[src/inc/scrc_pkg.sv]
// Constants for the status, link-control and configuration register block.
// Assumes a single 25 MHz clock and an SPI port sampled synchronously.
`default_nettype none

package scrc_pkg;
    localparam logic [4:0] STATUS_ADDR = 5'h0C;
    localparam logic [4:0] CONFIG_ADDR = 5'h0D;
    localparam logic [9:0] STATUS_CTL_RESET = 10'h2A4;
    localparam logic [23:0] CONFIG_RESET = 24'h38_6050;
    localparam logic [23:0] CONFIG_MASK = 24'hFF_E0FF;
    localparam logic [7:0] UNLOCK_KEY_VALUE = 8'hA5;
    localparam logic [15:0] CHECKSUM_POLY = 16'h8005;
    // Field positions inside status_ctl_reg (status bits 23..14)
    localparam int CTL_IDLE_DRIVE = 6;
    localparam int CTL_WIDE_CHECKSUM = 4;
    localparam int CTL_COMM_CHECKSUM = 1;
    localparam int CTL_INT_ENABLE = 0;
    localparam logic [4:0] CMD_LAST = 5'd7;
    localparam logic [4:0] DATA_LAST = 5'd23;
    localparam logic [4:0] CHECK_SHORT_LAST = 5'd15;
    localparam logic [4:0] CHECK_LONG_LAST = 5'd31;

    typedef enum logic [1:0] {
        SCRC_IDLE = 2'b00,
        SCRC_DATA = 2'b01,
        SCRC_CHECK = 2'b10,
        SCRC_DONE = 2'b11
    } scrc_state_type;
endpackage : scrc_pkg

`default_nettype wire

[src/hdl/scrc_checksum.sv]
// Serial CRC-16 over the bits seen on the link.
// Assumes one bit per shift strobe, most significant bit first.
`default_nettype none

module scrc_checksum (
    // Clock and reset
    input wire logic clk,
    input wire logic reset,
    // Control
    input wire logic clear,
    input wire logic shift,
    input wire logic bit_in,
    // Result
    output logic [15:0] crc_next,
    output logic [15:0] crc_value
);
    logic [15:0] crc_reg;

    always_comb begin
        crc_next = crc_reg;
        if (clear) begin
            crc_next = 16'h0000;
        end else if (shift) begin
            crc_next = {crc_reg[14:0], 1'b0} ^
                ((bit_in ^ crc_reg[15]) ? scrc_pkg::CHECKSUM_POLY : 16'h0000);
        end
    end

    always_ff @(posedge clk) begin
        if (reset) begin
            crc_reg <= 16'h0000;
        end else begin
            crc_reg <= crc_next;
        end
    end

    assign crc_value = crc_reg;
endmodule : scrc_checksum

`default_nettype wire

[src/hdl/scrc_top.sv]
// Status/link-control and configuration registers behind the SPI port.
// Assumes mode 0 SPI pins already synchronous to clk and one register per frame.
`default_nettype none

module scrc_top (
    // Clock and reset
    input wire logic clk,
    input wire logic reset,
    // SPI port
    input wire logic spi_cs_n,
    input wire logic spi_sck,
    input wire logic spi_sdi,
    output logic spi_sdo_out,
    output logic spi_sdo_oe,
    // Converter events
    input wire logic [7:0] channel_ready_strobe,
    input wire logic channel_result_read,
    input wire logic config_checksum_error,
    input wire logic [7:0] write_lock_field,
    // Result ready pin
    output logic result_ready_pin_out,
    output logic result_ready_pin_oe,
    // Register contents
    output logic [7:0] channel_ready_flags,
    output logic [9:0] status_control,
    output logic [23:0] converter_config_zero,
    output logic config_interrupt_flag
);
    function automatic logic [23:0] read_value(input logic [4:0] addr,
            input logic [9:0] ctl, input logic [7:0] flags, input logic [23:0] cfg);
        if (addr == scrc_pkg::STATUS_ADDR) begin
            read_value = {ctl, 2'b00, 4'h0, flags};
        end else if (addr == scrc_pkg::CONFIG_ADDR) begin
            read_value = cfg;
        end else begin
            read_value = 24'h00_0000;
        end
    endfunction : read_value

    scrc_pkg::scrc_state_type state_reg, state_next;
    logic [4:0] count_reg, count_next;
    logic [7:0] cmd_reg, cmd_next;
    logic [23:0] in_reg, in_next;
    logic [31:0] out_reg, out_next;
    logic sdo_reg, sdo_next;
    logic sdo_oe_reg, sdo_oe_next;
    logic sck_prev_reg;
    logic [9:0] ctl_reg, ctl_next;
    logic [23:0] cfg_reg, cfg_next;
    logic [7:0] flags_reg, flags_next;
    logic int_reg, int_next;
    logic pin_reg, pin_next;
    logic pin_oe_reg, pin_oe_next;
    logic status_clear;
    logic crc_clear, crc_shift, crc_bit;
    logic [15:0] crc_next, crc_value;
    logic sck_rise, sck_fall;
    logic [7:0] cmd_full;
    logic [23:0] data_full;
    logic key_match;

    assign sck_rise = spi_sck & ~sck_prev_reg;
    assign sck_fall = ~spi_sck & sck_prev_reg;
    assign cmd_full = {cmd_reg[6:0], spi_sdi};
    assign data_full = {in_reg[22:0], spi_sdi};
    assign key_match = (write_lock_field == scrc_pkg::UNLOCK_KEY_VALUE);

    scrc_checksum u_checksum (
        .clk(clk),
        .reset(reset),
        .clear(crc_clear),
        .shift(crc_shift),
        .bit_in(crc_bit),
        .crc_next(crc_next),
        .crc_value()
    );
    assign crc_value = crc_next;
    // Kept out of the framing process so the checksum feeds it without a loop
    assign crc_clear = spi_cs_n;
    assign crc_shift = !spi_cs_n && sck_rise &&
        (state_reg == scrc_pkg::SCRC_IDLE || state_reg == scrc_pkg::SCRC_DATA);
    // Read data is taken from what the device drives
    assign crc_bit = (state_reg == scrc_pkg::SCRC_DATA && cmd_reg[0]) ?
        sdo_reg : spi_sdi;

    // Link framing
    always_comb begin
        state_next = state_reg;
        count_next = count_reg;
        cmd_next = cmd_reg;
        in_next = in_reg;
        out_next = out_reg;
        sdo_next = sdo_reg;
        sdo_oe_next = sdo_oe_reg;
        ctl_next = ctl_reg;
        cfg_next = cfg_reg;
        status_clear = 1'b0;
        if (spi_cs_n) begin
            state_next = scrc_pkg::SCRC_IDLE;
            count_next = 5'd0;
            out_next = 32'h0000_0000;
            sdo_oe_next = 1'b0;
        end else begin
            if (sck_fall) begin
                sdo_next = out_reg[31];
                out_next = {out_reg[30:0], 1'b0};
            end
            if (sck_rise) begin
                count_next = count_reg + 5'd1;
                case (state_reg)
                    scrc_pkg::SCRC_IDLE: begin
                        cmd_next = cmd_full;
                        if (count_reg == scrc_pkg::CMD_LAST) begin
                            count_next = 5'd0;
                            state_next = scrc_pkg::SCRC_DATA;
                            if (cmd_full[0]) begin
                                out_next = {read_value(cmd_full[5:1], ctl_reg,
                                    flags_reg, cfg_reg), 8'h00};
                                sdo_oe_next = 1'b1;
                            end
                        end
                    end
                    scrc_pkg::SCRC_DATA: begin
                        in_next = data_full;
                        if (count_reg == scrc_pkg::DATA_LAST) begin
                            count_next = 5'd0;
                            if (cmd_reg[0]) begin
                                status_clear = (cmd_reg[5:1] == scrc_pkg::STATUS_ADDR);
                            end else if (cmd_reg[5:1] == scrc_pkg::STATUS_ADDR) begin
                                ctl_next = data_full[23:14];
                            end else if (cmd_reg[5:1] == scrc_pkg::CONFIG_ADDR) begin
                                cfg_next = data_full & scrc_pkg::CONFIG_MASK;
                            end
                            if (ctl_reg[scrc_pkg::CTL_COMM_CHECKSUM]) begin
                                state_next = scrc_pkg::SCRC_CHECK;
                                out_next = {crc_value, 16'h0000};
                                sdo_oe_next = 1'b1;
                            end else begin
                                state_next = scrc_pkg::SCRC_DONE;
                                sdo_oe_next = 1'b0;
                            end
                        end
                    end
                    scrc_pkg::SCRC_CHECK: begin
                        if ((count_reg == scrc_pkg::CHECK_SHORT_LAST &&
                                !ctl_reg[scrc_pkg::CTL_WIDE_CHECKSUM]) ||
                                count_reg == scrc_pkg::CHECK_LONG_LAST) begin
                            state_next = scrc_pkg::SCRC_DONE;
                            sdo_oe_next = 1'b0;
                        end
                    end
                    scrc_pkg::SCRC_DONE: begin
                        count_next = count_reg;
                    end
                    default: begin
                        state_next = scrc_pkg::SCRC_IDLE;
                    end
                endcase
            end
        end
    end

    // Flags, interrupt and ready pin
    always_comb begin
        // Fresh results win over a clear in the same cycle
        flags_next = (status_clear ? 8'hFF : flags_reg) & ~channel_ready_strobe;
        int_next = (int_reg && !key_match) ||
            (config_checksum_error && ctl_reg[scrc_pkg::CTL_INT_ENABLE]);
        pin_next = !(int_next || (|channel_ready_strobe));
        pin_oe_next = !pin_next || ctl_reg[scrc_pkg::CTL_IDLE_DRIVE];
    end

    always_ff @(posedge clk) begin
        if (reset) begin
            state_reg <= scrc_pkg::SCRC_IDLE;
            count_reg <= 5'd0;
            cmd_reg <= 8'h00;
            in_reg <= 24'h00_0000;
            out_reg <= 32'h0000_0000;
            sdo_reg <= 1'b0;
            sdo_oe_reg <= 1'b0;
            sck_prev_reg <= 1'b0;
            ctl_reg <= scrc_pkg::STATUS_CTL_RESET;
            cfg_reg <= scrc_pkg::CONFIG_RESET;
            flags_reg <= 8'hFF;
            int_reg <= 1'b0;
            pin_reg <= 1'b1;
            pin_oe_reg <= 1'b0;
        end else begin
            state_reg <= state_next;
            count_reg <= count_next;
            cmd_reg <= cmd_next;
            in_reg <= in_next;
            out_reg <= out_next;
            sdo_reg <= sdo_next;
            sdo_oe_reg <= sdo_oe_next;
            sck_prev_reg <= spi_sck;
            ctl_reg <= ctl_next;
            cfg_reg <= cfg_next;
            flags_reg <= flags_next;
            int_reg <= int_next;
            pin_reg <= pin_next;
            pin_oe_reg <= pin_oe_next;
        end
    end

    assign spi_sdo_out = sdo_reg;
    assign spi_sdo_oe = sdo_oe_reg;
    assign result_ready_pin_out = pin_reg;
    assign result_ready_pin_oe = pin_oe_reg;
    assign channel_ready_flags = flags_reg;
    assign status_control = ctl_reg;
    assign converter_config_zero = cfg_reg;
    assign config_interrupt_flag = int_reg;
endmodule : scrc_top

`default_nettype wire

[config.mk]
export PLATFORM = sky130hd
export DESIGN_NAME = scrc_top
export DESIGN_NICKNAME = d
export VERILOG_FILES = /design/src/inc/scrc_pkg.sv /design/src/hdl/scrc_checksum.sv /design/src/hdl/scrc_top.sv
export SDC_FILE = /design/constraint.sdc
export NUM_CORES = 1
export LEC_CHECK = 0
export ABC_CLOCK_PERIOD_IN_PS = 2100
export BUFFER_PORTS_ARGS = -buffer_cell sky130_fd_sc_hd__buf_2
export CAP_MARGIN = 0
export CELL_PAD_IN_SITES_DETAIL_PLACEMENT = 0
export CELL_PAD_IN_SITES_GLOBAL_PLACEMENT = 1
export CORE_MARGIN = 2
export CORE_UTILIZATION = 39
export DETAILED_ROUTE_END_ITERATION = 12
export PLACE_DENSITY_LB_ADDON = 0.1
export SYNTH_ARGS = -nofsm -noshare
export SYNTH_HDL_FRONTEND = slang
export SYNTH_SLANG_ARGS = --single-unit
[constraint.sdc]
create_clock -name clk -period 2.1 [get_ports clk]
set_input_delay 0.63 -clock clk [delete_from_list [all_inputs] [get_ports clk]]
set_output_delay 0.63 -clock clk [all_outputs]
set_load 0.1 [all_outputs]
# Word level (Yosys, flattened, before mapping)
# Cells that the tools add are included.
# op_classes
add_sub_neg,1
eq_ne,16
bitwise_logic,12
mux,33
reduce_logical,27
# ops
cell,count
$mux 32,6
$pmux 32 s2,1
$mux 16,3
$mux 24,2
$eq 5x4->1 const B,5
$xor 16x16->16,1
$pmux 5 s3,1
$mux 1,12
$reduce_and 6->1,2
$eq 5x5->1 const B,2
$mux 5,2
$and 8x8->8,1
$eq 8x8->1 const B,1
$mux 8,1
$not 8->8,1
$reduce_or 8->1,1
$reduce_and 7->1,1
$logic_and 1x1->1,6
$mux 2,3
$not 1->1,6
$pmux 2 s3,1
$reduce_and 3->1,2
$add 5x1->5 const B,1
$eq 5x3->1 const B,1
other kinds (14),26
# totals
ff_bits,127
output_inout_bits,47
inputBits,23

# Longest topological paths before layout
# Gate-level depths: netlist of the first run.
# logic_depth
word_depth,12
ltp_mapped,10
ltp_nobuf,8

# Hierarchy
# A second synthesis of the first run with hierarchy kept.
# hier_totals
hier_cells,647
hier_area_um2,5675.4
# by_module_without_submodules
module,cells_each,area_per_inst_um2,seq_area_each_um2,instances
scrc_top,566,4931.0,2222.1,1
scrc_checksum,81,744.5,320.3,1

# Worst setup path after synthesis of the first run
# No wires, ideal clock.
# synth_path
path_type,reg-to-reg
startpoint,"register ctl_reg[1], in the netlist status_control[1]"
endpoint,register out_reg[22]
path_stages_with_launch,6
slack_ps,7
n_path_buf,1
required_time_ps,1979
period_less_slack_ps,2093
t_arrival_ps,1972
path_cell_list,dfxtp_1 -> nor2_1 -> o41ai_2 -> buf_4 -> o32ai_1 -> a2bb2oi_1
# synth_via
elab_chain_len,4
# synth_lines
item,line_no,text
"start, declared",scrc_top.sv:48,"logic [9:0] ctl_reg, ctl_next;"
"start signal, assigned",scrc_top.sv:183,ctl_reg <= scrc_pkg::STATUS_CTL_RESET;
"start signal, assigned",scrc_top.sv:198,ctl_reg <= ctl_next;
$mux 32,scrc_top.sv:134,if (ctl_reg[scrc_pkg::CTL_COMM_CHECKSUM]) begin
$mux 32,scrc_top.sv:125,if (count_reg == scrc_pkg::DATA_LAST) begin
$pmux 32 s2,scrc_top.sv:110,case (state_reg)
$mux 32,scrc_top.sv:108,if (sck_rise) begin
"end signal, assigned",scrc_top.sv:194,out_reg <= out_next;
"end, declared",scrc_top.sv:44,"logic [31:0] out_reg, out_next;"
# Every way passes these cells.
# A chain may end at the register's enable or synchronous reset.

# Worst setup path after layout of the first run
# layout_path
startpoint,register state_reg[0]
endpoint,register out_reg[26]
# layout_via
elab_chain_len,9
elab_cells_between_ends,10
# layout_lines
item,line_no,text
"start, declared",scrc_top.sv:40,"scrc_pkg::scrc_state_type state_reg, state_next;"
"start signal, assigned",scrc_top.sv:175,state_reg <= scrc_pkg::SCRC_IDLE;
"start signal, assigned",scrc_top.sv:190,state_reg <= state_next;
$eq 2x1->1 / $logic_not 2->1 (equally long branches),"scrc_top.sv:81, scrc_top.sv:110",
$logic_or 1x1->1,scrc_top.sv:81,(state_reg == scrc_pkg::SCRC_IDLE || state_reg == scrc_pkg::SCRC_DATA);
$logic_and 1x1->1,scrc_top.sv:80,assign crc_shift = !spi_cs_n && sck_rise &&
$mux 16,scrc_checksum.sv:23,end else if (shift) begin
$mux 16,scrc_checksum.sv:21,if (clear) begin
$mux 32,scrc_top.sv:134,
$mux 32,scrc_top.sv:125,
$pmux 32 s2 *,scrc_top.sv:110,
$mux 32 *,scrc_top.sv:108,
# Mark *: on every way between the ends. The rest lies on a longest branch, timed or not.

==> results.py, run 1 <==
metrics = {
    "global_routing": {
        "grt_max_degree": 76,
        "grt_usage_pct": 20.0,
        "grt_pass1_vias": 4608,
        "grt_pass1_wl_microns": 23200,
        "overflow": 0,
        "antenna_found_initial": 0,
    },
    "logic_synthesis": {
        "synth_flop_cell": "dfxtp_1",
        "synth-edff-count": 0,
        "synth-simple-area-share_pct": 20.4,
        "synth_top_family_by_area": "simple AND/OR/NAND/NOR gates",
        "synth.distinct_cells": 58,
        "ys.warnings.count": 0,
        "synth_area_per_cell_sq_um": 8.87,
        "synth_fa_ha_area_share_pct": 1.81,
        "synthArstFlopShare_pct": 0,
        "synthXorXnorAreaFrac_pct": 0.632,
        "ys_seq_elements": 127,
        "ys_top_cells_by_area": "dfxtp_1 46%, mux2i_1 13%, nand2_1 8.3%, a21oi_1 5.6%, nor2_1 3.8%",
        "synth_top_area_share_pct": 45.9,
        "synth_area_sq_mm": 0.00554,
        "seq_area_frac_synth_pct": 45.9,
        "synth_compound_area_share_pct": 13.5,
        "muxShareOfSynthArea_pct": 13.0,
        "yosysTopAreaCell": "dfxtp_1",
        "synth_cells": 625,
    },
    "hold_path": {
        "holdPathEnd": "channel_ready_flags[5]",
        "min_from": "channel_ready_strobe[5]",
        "min_path_type": "input port to flip-flop",
        "whs_path_depth": 2,
    },
    "run": {
        "max_cap_viol_count": 0,
    },
    "final_layout": {
        "fin_util_pct": 50.6,
        "diodes": 0,
        "drive_gt1_share_pct": 24.4,
        "syn_to_final_growth_pct": 26.8,
        "nets": 756,
        "layout_commonest_cell": "dfxtp_1",
        "layout_common_cells": "124 x dfxtp_1, 122 x nand2_1, 72 x mux2i_1",
        "largest_register_ffs": 32,
    },
    "timing": {
        "finalClockSkew_ps": 10.4,
        "post-route-min-period_ps": 2020,
        "slew_violations": 0,
        "setup_viol": 0,
        "relSlewSlack_pct": 51.0,
        "finalHoldViolCount": 0,
        "tightest_slew_ps": 736,
        "rsz0062_at_grt": "yes",
        "max_freq_mhz": 495,
        "fin_crit_sh_pct": 96.1,
    },
    "worst_setup_path": {
        "r2r_slack_ps": 80,
        "r2r_cells": 9,
        "critPathRequiredTime_ps": 2410,
        "reg2reg_to": "out_reg[26]",
        "timing.rr.start": "state_reg[0]",
        "cp_max_fo": 5,
        "worstSetupStartpointType": "flip-flop",
        "crit_type": "flip-flop to flip-flop",
        "worstPathArrival_ps": 2320,
        "endpoint_kind": "flip-flop",
    },
    "detailed_routing": {
        "drc": 0,
        "firstDrtPassIters": 4,
        "wirelength_microns": 14300,
        "wl_per_cell_microns": 15.6,
        "via_per_inst": 5.05,
        "drt.antenna.violating_nets": 0,
        "vias": 4634,
        "first_iter_violations": 229,
    },
    "power": {
        "power.density_mw_per_mm2": 830,
        "cellLeakagePower_uw": 0.00268,
        "power_uw": 5830,
        "irDropWorstVdd_mv": 0.591,
    },
    "cts": {
        "clock_latency_ps": 410,
        "cts_root_buf": "clkbuf_16",
        "cts.sinks": 127,
        "path_clk_slew_ps": 60,
        "htree_levels": 4,
        "cts_buffers": 17,
        "cts_tree": "done",
        "hold_buffers": 0,
        "clk_path_buf_depth": 2,
    },
    "die": {
        "coreArea_sq_mm": 0.0139,
        "num_rows": 43,
        "die_area_sq_mm": 0.0152,
        "start_util_pct": 39.9,
        "die_h_microns": 123,
        "die_w_microns": 123,
        "io_pins": 70,
    },
    "place": {
        "dp.final_hpwl_microns": 10300,
        "place.port_buffers": 63,
        "gp_congestion": 0.816,
    },
    "outcome": {
        "outcome": "finished clean",
    },
}
## synthesized netlist by cell type (2+ instances only)
library cell and number:
xnor2_1 2, buf_2 10, xor2_1 2, nor2_1 56, o32ai_1 3, a31o_1 6, buf_1 3, nor4bb_1 3
a21oi_1 62, nand3_1 4, nor4_1 3, or3_1 6, dfxtp_1 127, nand3b_1 8, and3b_1 2, o21bai_1 8
clkbuf_1 23, nand2b_1 4, ha_1 8, nor2b_1 5, buf_4 10, nand2_1 122, nor3_1 13, o2bb2ai_1 2
inv_1 5, o21ai_0 6, mux2i_1 72, and3_1 2, buf_6 2, o22ai_1 18
## routing by layer
metal	GRT usage [%]	wire [microns]
met1	25.0	6640
met3	5.95	512
met5	0	0
met2	33.5	7040
met4	5.40	120
## worst max-delay path by stage
stage | from | to | slack, ps | depth (start not counted)
2_1_floorplan | status_control[1] | out_reg[22] | 7 | 5
3_3_place_gp | spi_sck | out_reg[22] | -140 | 7
3_5_place_dp | spi_sck | out_reg[22] | -130 | 7
4_1_cts | state_reg[0] | out_reg[29] | -6 | 8
5_1_grt | state_reg[0] | spi_sdo_oe | -20 | 7
6_report | state_reg[0] | out_reg[26] | 80 | 9
## layout make-up
cell class                 instances  area, sq um
fill                            1339         6860
multi-input combinational        449         2820
inverter                           5         18.8
tap                              180          225
clock inverter                    11          128
clock buffer                      21          470
sequential                       127         2550
timing repair buffer             125          811
## stage by stage
step | setup slack [ps] | setup TNS [ps] | cell area (sq um) | std cells | hold WS (ps)
after floorplan | 6.50 | 0 | 5560 | 629 | 410
after global placement | -141 | -1630 | 6320 | 881 | 417
after detailed placement | -127 | -2060 | 6320 | 881 | 420
after CTS | -5.95 | -17.1 | 6930 | 913 | 390
after global routing | -22.2 | -47.3 | 7020 | 918 | 407
final | 81.0 | 0 | 7020 | 918 | 411
## cell families after synthesis
| logic type | count (synthesis) |
|---|---|
| xor+xnor | 4 |
| buf+inv | 53 |
| compound gates | 118 |
| flops | 127 |
| other cells | 1 |
| simple gates | 242 |
| mux | 72 |
| fa+ha+maj | 8 |
## power by group
group / internal (uW) / switching, uW
registers: 2430 / 14.8
clock network: 1850 / 1100
logic: 132 / 298
## critical path, stage by stage, from the launching register on
cell and delay (ps):
dfxtp_4 370, inv_2 40, ha_2 190, buf_4 130
buf_4 140, nor2b_1 160, o41ai_4 410, buf_2 240
a21oi_1 60, a31o_1 170
## repair_timing
item,4_1_cts,5_1_grt
endpoints found under the setup margin,21,54
resized for setup,3,17
cloned,0,1
buffers inserted,0,4
pin swaps,1,5
Power figures use the tool's default switching activity.
==> run 2: changes to the inputs <==
--- a/config.mk
+++ b/config.mk
@@ -5,7 +5,6 @@
 export SDC_FILE = /design/constraint.sdc
 export NUM_CORES = 1
 export LEC_CHECK = 0
-export ABC_CLOCK_PERIOD_IN_PS = 2100
 export BUFFER_PORTS_ARGS = -buffer_cell sky130_fd_sc_hd__buf_2
 export CAP_MARGIN = 0
 export CELL_PAD_IN_SITES_DETAIL_PLACEMENT = 0
==> constraint.sdc (replaced) <==
create_clock -name clk -period 2.1 [get_ports clk]
set_input_delay 0.21 -clock clk [delete_from_list [all_inputs] [get_ports clk]]
set_output_delay 0.21 -clock clk [all_outputs]
set_load 0.1 [all_outputs]
==> results.py, run 2 (synthesized netlist as in run 1, its figures left out) <==
metrics = {
    "outcome": {
        "outcome": "finished clean",
    },
    "timing": {
        "relSlewSlack_pct": 53.2,
        "tightest_slew_ps": 695,
        "fin_crit_sh_pct": 98.3,
        "setup_viol": 0,
        "finalClockSkew_ps": 7.16,
        "slew_violations": 0,
        "finalHoldViolCount": 0,
        "max_freq_mhz": 485,
        "post-route-min-period_ps": 2060,
        "rsz0062_at_grt": "yes",
    },
    "detailed_routing": {
        "drc": 0,
        "first_iter_violations": 238,
        "wirelength_microns": 14400,
        "wl_per_cell_microns": 15.9,
        "drt.antenna.violating_nets": 0,
        "firstDrtPassIters": 4,
        "via_per_inst": 5.17,
        "vias": 4659,
    },
    "final_layout": {
        "fin_util_pct": 50.2,
        "multi_input_area_sq_mm": 0.00282,
        "syn_to_final_growth_pct": 25.6,
        "largest_register_ffs": 32,
        "layout_common_cells": "125 x dfxtp_1, 122 x nand2_1, 72 x mux2i_1",
        "filler_cell_count": 1333,
        "nets": 739,
        "layout_commonest_cell": "dfxtp_1",
        "register_area_sq_mm": 0.00255,
        "fin_area_sq_mm": 0.00696,
        "diodes": 0,
        "drive_gt1_share_pct": 21.1,
    },
    "hold_path": {
        "min_from": "config_checksum_error",
        "whs_path_depth": 3,
        "min_path_type": "input port to flip-flop",
        "holdPathEnd": "config_interrupt_flag",
    },
    "worst_setup_path": {
        "timing.rr.start": "state_reg[0]",
        "endpoint_kind": "flip-flop",
        "worstSetupStartpointType": "flip-flop",
        "critPathRequiredTime_ps": 2410,
        "worstPathArrival_ps": 2380,
        "r2r_slack_ps": 40,
        "crit_type": "flip-flop to flip-flop",
        "reg2reg_to": "out_reg[21]",
        "cp_max_fo": 4,
        "r2r_cells": 9,
    },
    "place": {
        "dp.final_hpwl_microns": 10000,
        "gp_congestion": 0.870,
        "place.port_buffers": 63,
        "place_area_sq_mm": 0.00617,
    },
    "die": {
        "die_h_microns": 123,
        "start_util_pct": 39.9,
        "die_w_microns": 123,
        "coreArea_sq_mm": 0.0139,
        "io_pins": 70,
        "num_rows": 43,
        "die_area_sq_mm": 0.0152,
    },
    "cts": {
        "clock_latency_ps": 420,
        "clk_path_buf_depth": 2,
        "cts_root_buf": "clkbuf_16",
        "htree_levels": 4,
        "cts_tree": "done",
        "path_clk_slew_ps": 60,
        "cts_buffers": 17,
        "cts.sinks": 127,
    },
    "global_routing": {
        "grt_pass1_wl_microns": 22900,
        "antenna_found_initial": 0,
        "overflow": 0,
        "grt_max_degree": 48,
        "grt_usage_pct": 19.9,
        "grt_pass1_vias": 4367,
    },
    "power": {
        "cellLeakagePower_uw": 0.00261,
        "irDropWorstVdd_mv": 0.485,
        "power.density_mw_per_mm2": 862,
    },
    "run": {
        "max_cap_viol_count": 0,
    },
}
==> run 2: cell types whose count changed in the layout (fill, tap and decap cells not counted), sizes merged <==
cell	before	now
inv	9	5
buf	125	100
clkinvlp	0	1
clkinv	5	6
dlygate4sd3	0	8
bufinv	2	4
==> run 2: cell type report <==
cell class                      instances  area share (%)
Multi-Input combinational cell        449            40.6
Sequential cell                       127            36.6
Timing Repair Buffer                  108            10.3
Clock buffer                           21            6.76
Tap cell                              180            3.24
Clock inverter                         11            2.32
Inverter                                5           0.270
==> run 2: worst max-delay path by stage <==
stage                                 start                 to  slack [ps]  cells after the start
final                          state_reg[0]        out_reg[21]          40                      9
after floorplan           status_control[1]        out_reg[22]           7                      5
after global placement         state_reg[0]        out_reg[22]          30                      8
after global routing           state_reg[0]       state_reg[1]         -30                      8
after detailed placement       state_reg[0]        out_reg[19]         -20                      8
after CTS                      state_reg[0]  status_control[1]           4                      7
==> run 2: what timing repair did <==
item | 4_1_cts | 5_1_grt
buffers inserted | 0 | 2
hold buffers | 8 | 0
hold endpoints to repair | 8 | 0
pin swaps | 0 | 3
endpoints found under the setup margin | 11 | 56
resized for setup | 3 | 14
==> run 2: routing by layer <==
metal / track usage [%] / wire [microns] / vias to the layer above
met5: 0 / 0 / -
met3: 5.03 / 514 / 11
met2: 32.0 / 6830 / 85
met1: 26.0 / 6870 / 2232
li1: - / - / 2331
met4: 7.03 / 154 / 0
==> run 2: stage by stage <==
step           std cells  worst slack, ps  setup TNS [ps]  hold slack (ps)  power, uW
6_report             901             36.2               0              110       6000
5_1_grt              901            -34.0            -206             85.9       6210
4_1_cts              899             3.92               0             90.1       6050
3_5_place_dp         859            -19.4           -37.3              417       2910
3_3_place_gp         859             34.9               0              414       2900
2_1_floorplan        629             6.50               0              312       2810
==> run 2: critical path, stage by stage, from the launching register on <==
cell	delay (ps)
dfxtp_4	360
inv_1	60
ha_1	210
and2_1	170
a211o_4	340
buf_4	160
nor4_4	270
buf_4	170
o22ai_1	60
o21a_1	180
==> run 2: where the power goes <==
group / internal (uW) / total [uW] / switching, uW
Sequential: 2430 / 2440 / 15.3
Clock: 2070 / 3130 / 1060
Combinational: 126 / 428 / 302
==> run 3: changes to the inputs <==
--- a/config.mk
+++ b/config.mk
@@ -9,7 +9,7 @@
 export CAP_MARGIN = 0
 export CELL_PAD_IN_SITES_DETAIL_PLACEMENT = 0
 export CELL_PAD_IN_SITES_GLOBAL_PLACEMENT = 1
-export CORE_MARGIN = 2
+export CORE_MARGIN = 3
 export CORE_UTILIZATION = 39
 export DETAILED_ROUTE_END_ITERATION = 12
 export PLACE_DENSITY_LB_ADDON = 0.1
==> results.py, run 3 (synthesized netlist as in run 1, its figures left out) <==
metrics = {
    "worst_setup_path": {
        "critPathRequiredTime_ps": 2390,
        "timing.rr.start": "state_reg[0]",
        "worstPathCellList": "inv_1 > ha_1 > and2_1 > a211o_4 > a2111oi_4 > and4bb_2 > nor3_1",
        "r2r_slack_ps": 90,
        "slowest_delay_ps": 490,
        "crit_slowest_cell": "a2111oi_4",
        "endpoint": "state_reg[0]",
        "path_delay_family": "compound AO/OA/AOI/OAI gates",
        "worstSetupStartpointType": "flip-flop",
        "endpoint_kind": "flip-flop",
        "cp_max_fo": 5,
        "reg2reg_to": "state_reg[0]",
        "startpoint": "state_reg[0]",
        "cp.depth": 7,
        "r2r_cells": 7,
        "worstPathArrival_ps": 2300,
        "crit_type": "flip-flop to flip-flop",
        "path_buf_inv": 1,
    },
    "detailed_routing": {
        "wirelength_microns": 14400,
        "firstDrtPassIters": 5,
        "via_per_inst": 5.17,
        "drc": 0,
        "first_iter_violations": 310,
        "drt.antenna.violating_nets": 0,
        "wl_per_cell_microns": 16.0,
        "vias": 4630,
    },
    "cts": {
        "htree_levels": 4,
        "clock_latency_ps": 410,
        "cts_buffers": 17,
        "cts_tree": "done",
        "path_clk_slew_ps": 50,
        "clk_path_buf_depth": 2,
        "cts_root_buf": "clkbuf_16",
        "cts.sinks": 127,
        "post_cts_buffers": 0,
    },
    "final_layout": {
        "drive_gt1_share_pct": 20.3,
        "layout_commonest_cell": "dfxtp_1",
        "syn_to_final_growth_pct": 25.3,
        "fin_util_pct": 51.2,
        "largest_register_ffs": 32,
        "nets": 738,
        "diodes": 0,
        "stdcell_count": 896,
        "layout_common_cells": "124 x dfxtp_1, 122 x nand2_1, 72 x mux2i_1",
    },
    "global_routing": {
        "grt_pass1_vias": 4472,
        "antenna_found_initial": 1,
        "grt_pass1_wl_microns": 23500,
        "grt_usage_pct": 18.7,
        "overflow": 0,
        "grt_max_degree": 76,
    },
    "timing": {
        "slew_violations": 0,
        "max_freq_mhz": 498,
        "whs_ps": 18.7,
        "finalClockSkew_ps": 7.99,
        "setup_viol": 0,
        "tightest_slew_ps": 727,
        "post-route-min-period_ps": 2010,
        "relSlewSlack_pct": 51.5,
        "fin_crit_sh_pct": 95.6,
        "finalHoldViolCount": 0,
        "setup_ws_ps": 92.4,
    },
    "power": {
        "irDropWorstVdd_mv": 0.548,
        "cellLeakagePower_uw": 0.00262,
        "power_uw": 6120,
        "power.density_mw_per_mm2": 881,
    },
    "run": {
        "max_cap_viol_count": 0,
    },
    "place": {
        "dp.final_hpwl_microns": 10000,
        "place.port_buffers": 63,
        "dp_slack_ps": 25.1,
        "dp_cells": 857,
        "gp_congestion": 0.805,
    },
    "die": {
        "die_h_microns": 125,
        "coreArea_sq_mm": 0.0136,
        "die_w_microns": 125,
        "start_util_pct": 40.9,
        "die_area_sq_mm": 0.0157,
        "num_rows": 42,
        "io_pins": 70,
    },
    "hold_path": {
        "min_path_type": "input port to flip-flop",
    },
    "outcome": {
        "outcome": "finished clean",
    },
}
==> run 3: power by group <==
part / switching, uW / internal, uW
combinational: 302 / 129
clock: 1040 / 2200
sequential: 14.9 / 2430
==> run 3: layout make-up <==
cell class / count / area (sq um)
fill: 1290 / 6610
multi-input combinational: 449 / 2790
sequential: 127 / 2550
timing repair buffer: 107 / 713
clock buffer: 22 / 474
tap: 176 / 220
clock inverter: 10 / 183
inverter: 5 / 18.8
==> run 3: routing by layer <==
| metal | GRT usage [%] | vias up | share of wire (%) |
|---|---|---|---|
| met5 | 0 | - | 0.090 |
| met4 | 5.42 | 2 | 1.2 |
| met3 | 5.63 | 17 | 3.6 |
| met2 | 29.5 | 75 | 47 |
| met1 | 24.9 | 2211 | 49 |
| li1 | - | 2325 | - |
==> run 3: timing repair <==
action	4_1_cts	5_1_grt
gates resized for setup	0	8
endpoints found under the hold margin	7	0
hold buffers	7	0
setup endpoints to repair	0	35
==> run 3: worst min-delay path by stage <==
stage,start,end,slack [ps],cells after the start
final,channel_ready_strobe[5],channel_ready_flags[5],20,2
after CTS,channel_ready_strobe[5],channel_ready_flags[5],0.2,2
after floorplan,channel_ready_strobe[0],channel_ready_flags[0],310,1
after global placement,out_reg[0],out_reg[0],420,2
after global routing,channel_ready_strobe[5],channel_ready_flags[5],8,2
after detailed placement,out_reg[0],out_reg[0],420,2
==> run 3: stage by stage <==
stage / TNS, ps / area (sq um)
after floorplan: 0 / 5560
after global placement: 0 / 6190
after global routing: -15.5 / 6950
after detailed placement: 0 / 6190
after CTS: 0 / 6920
final: 0 / 6950
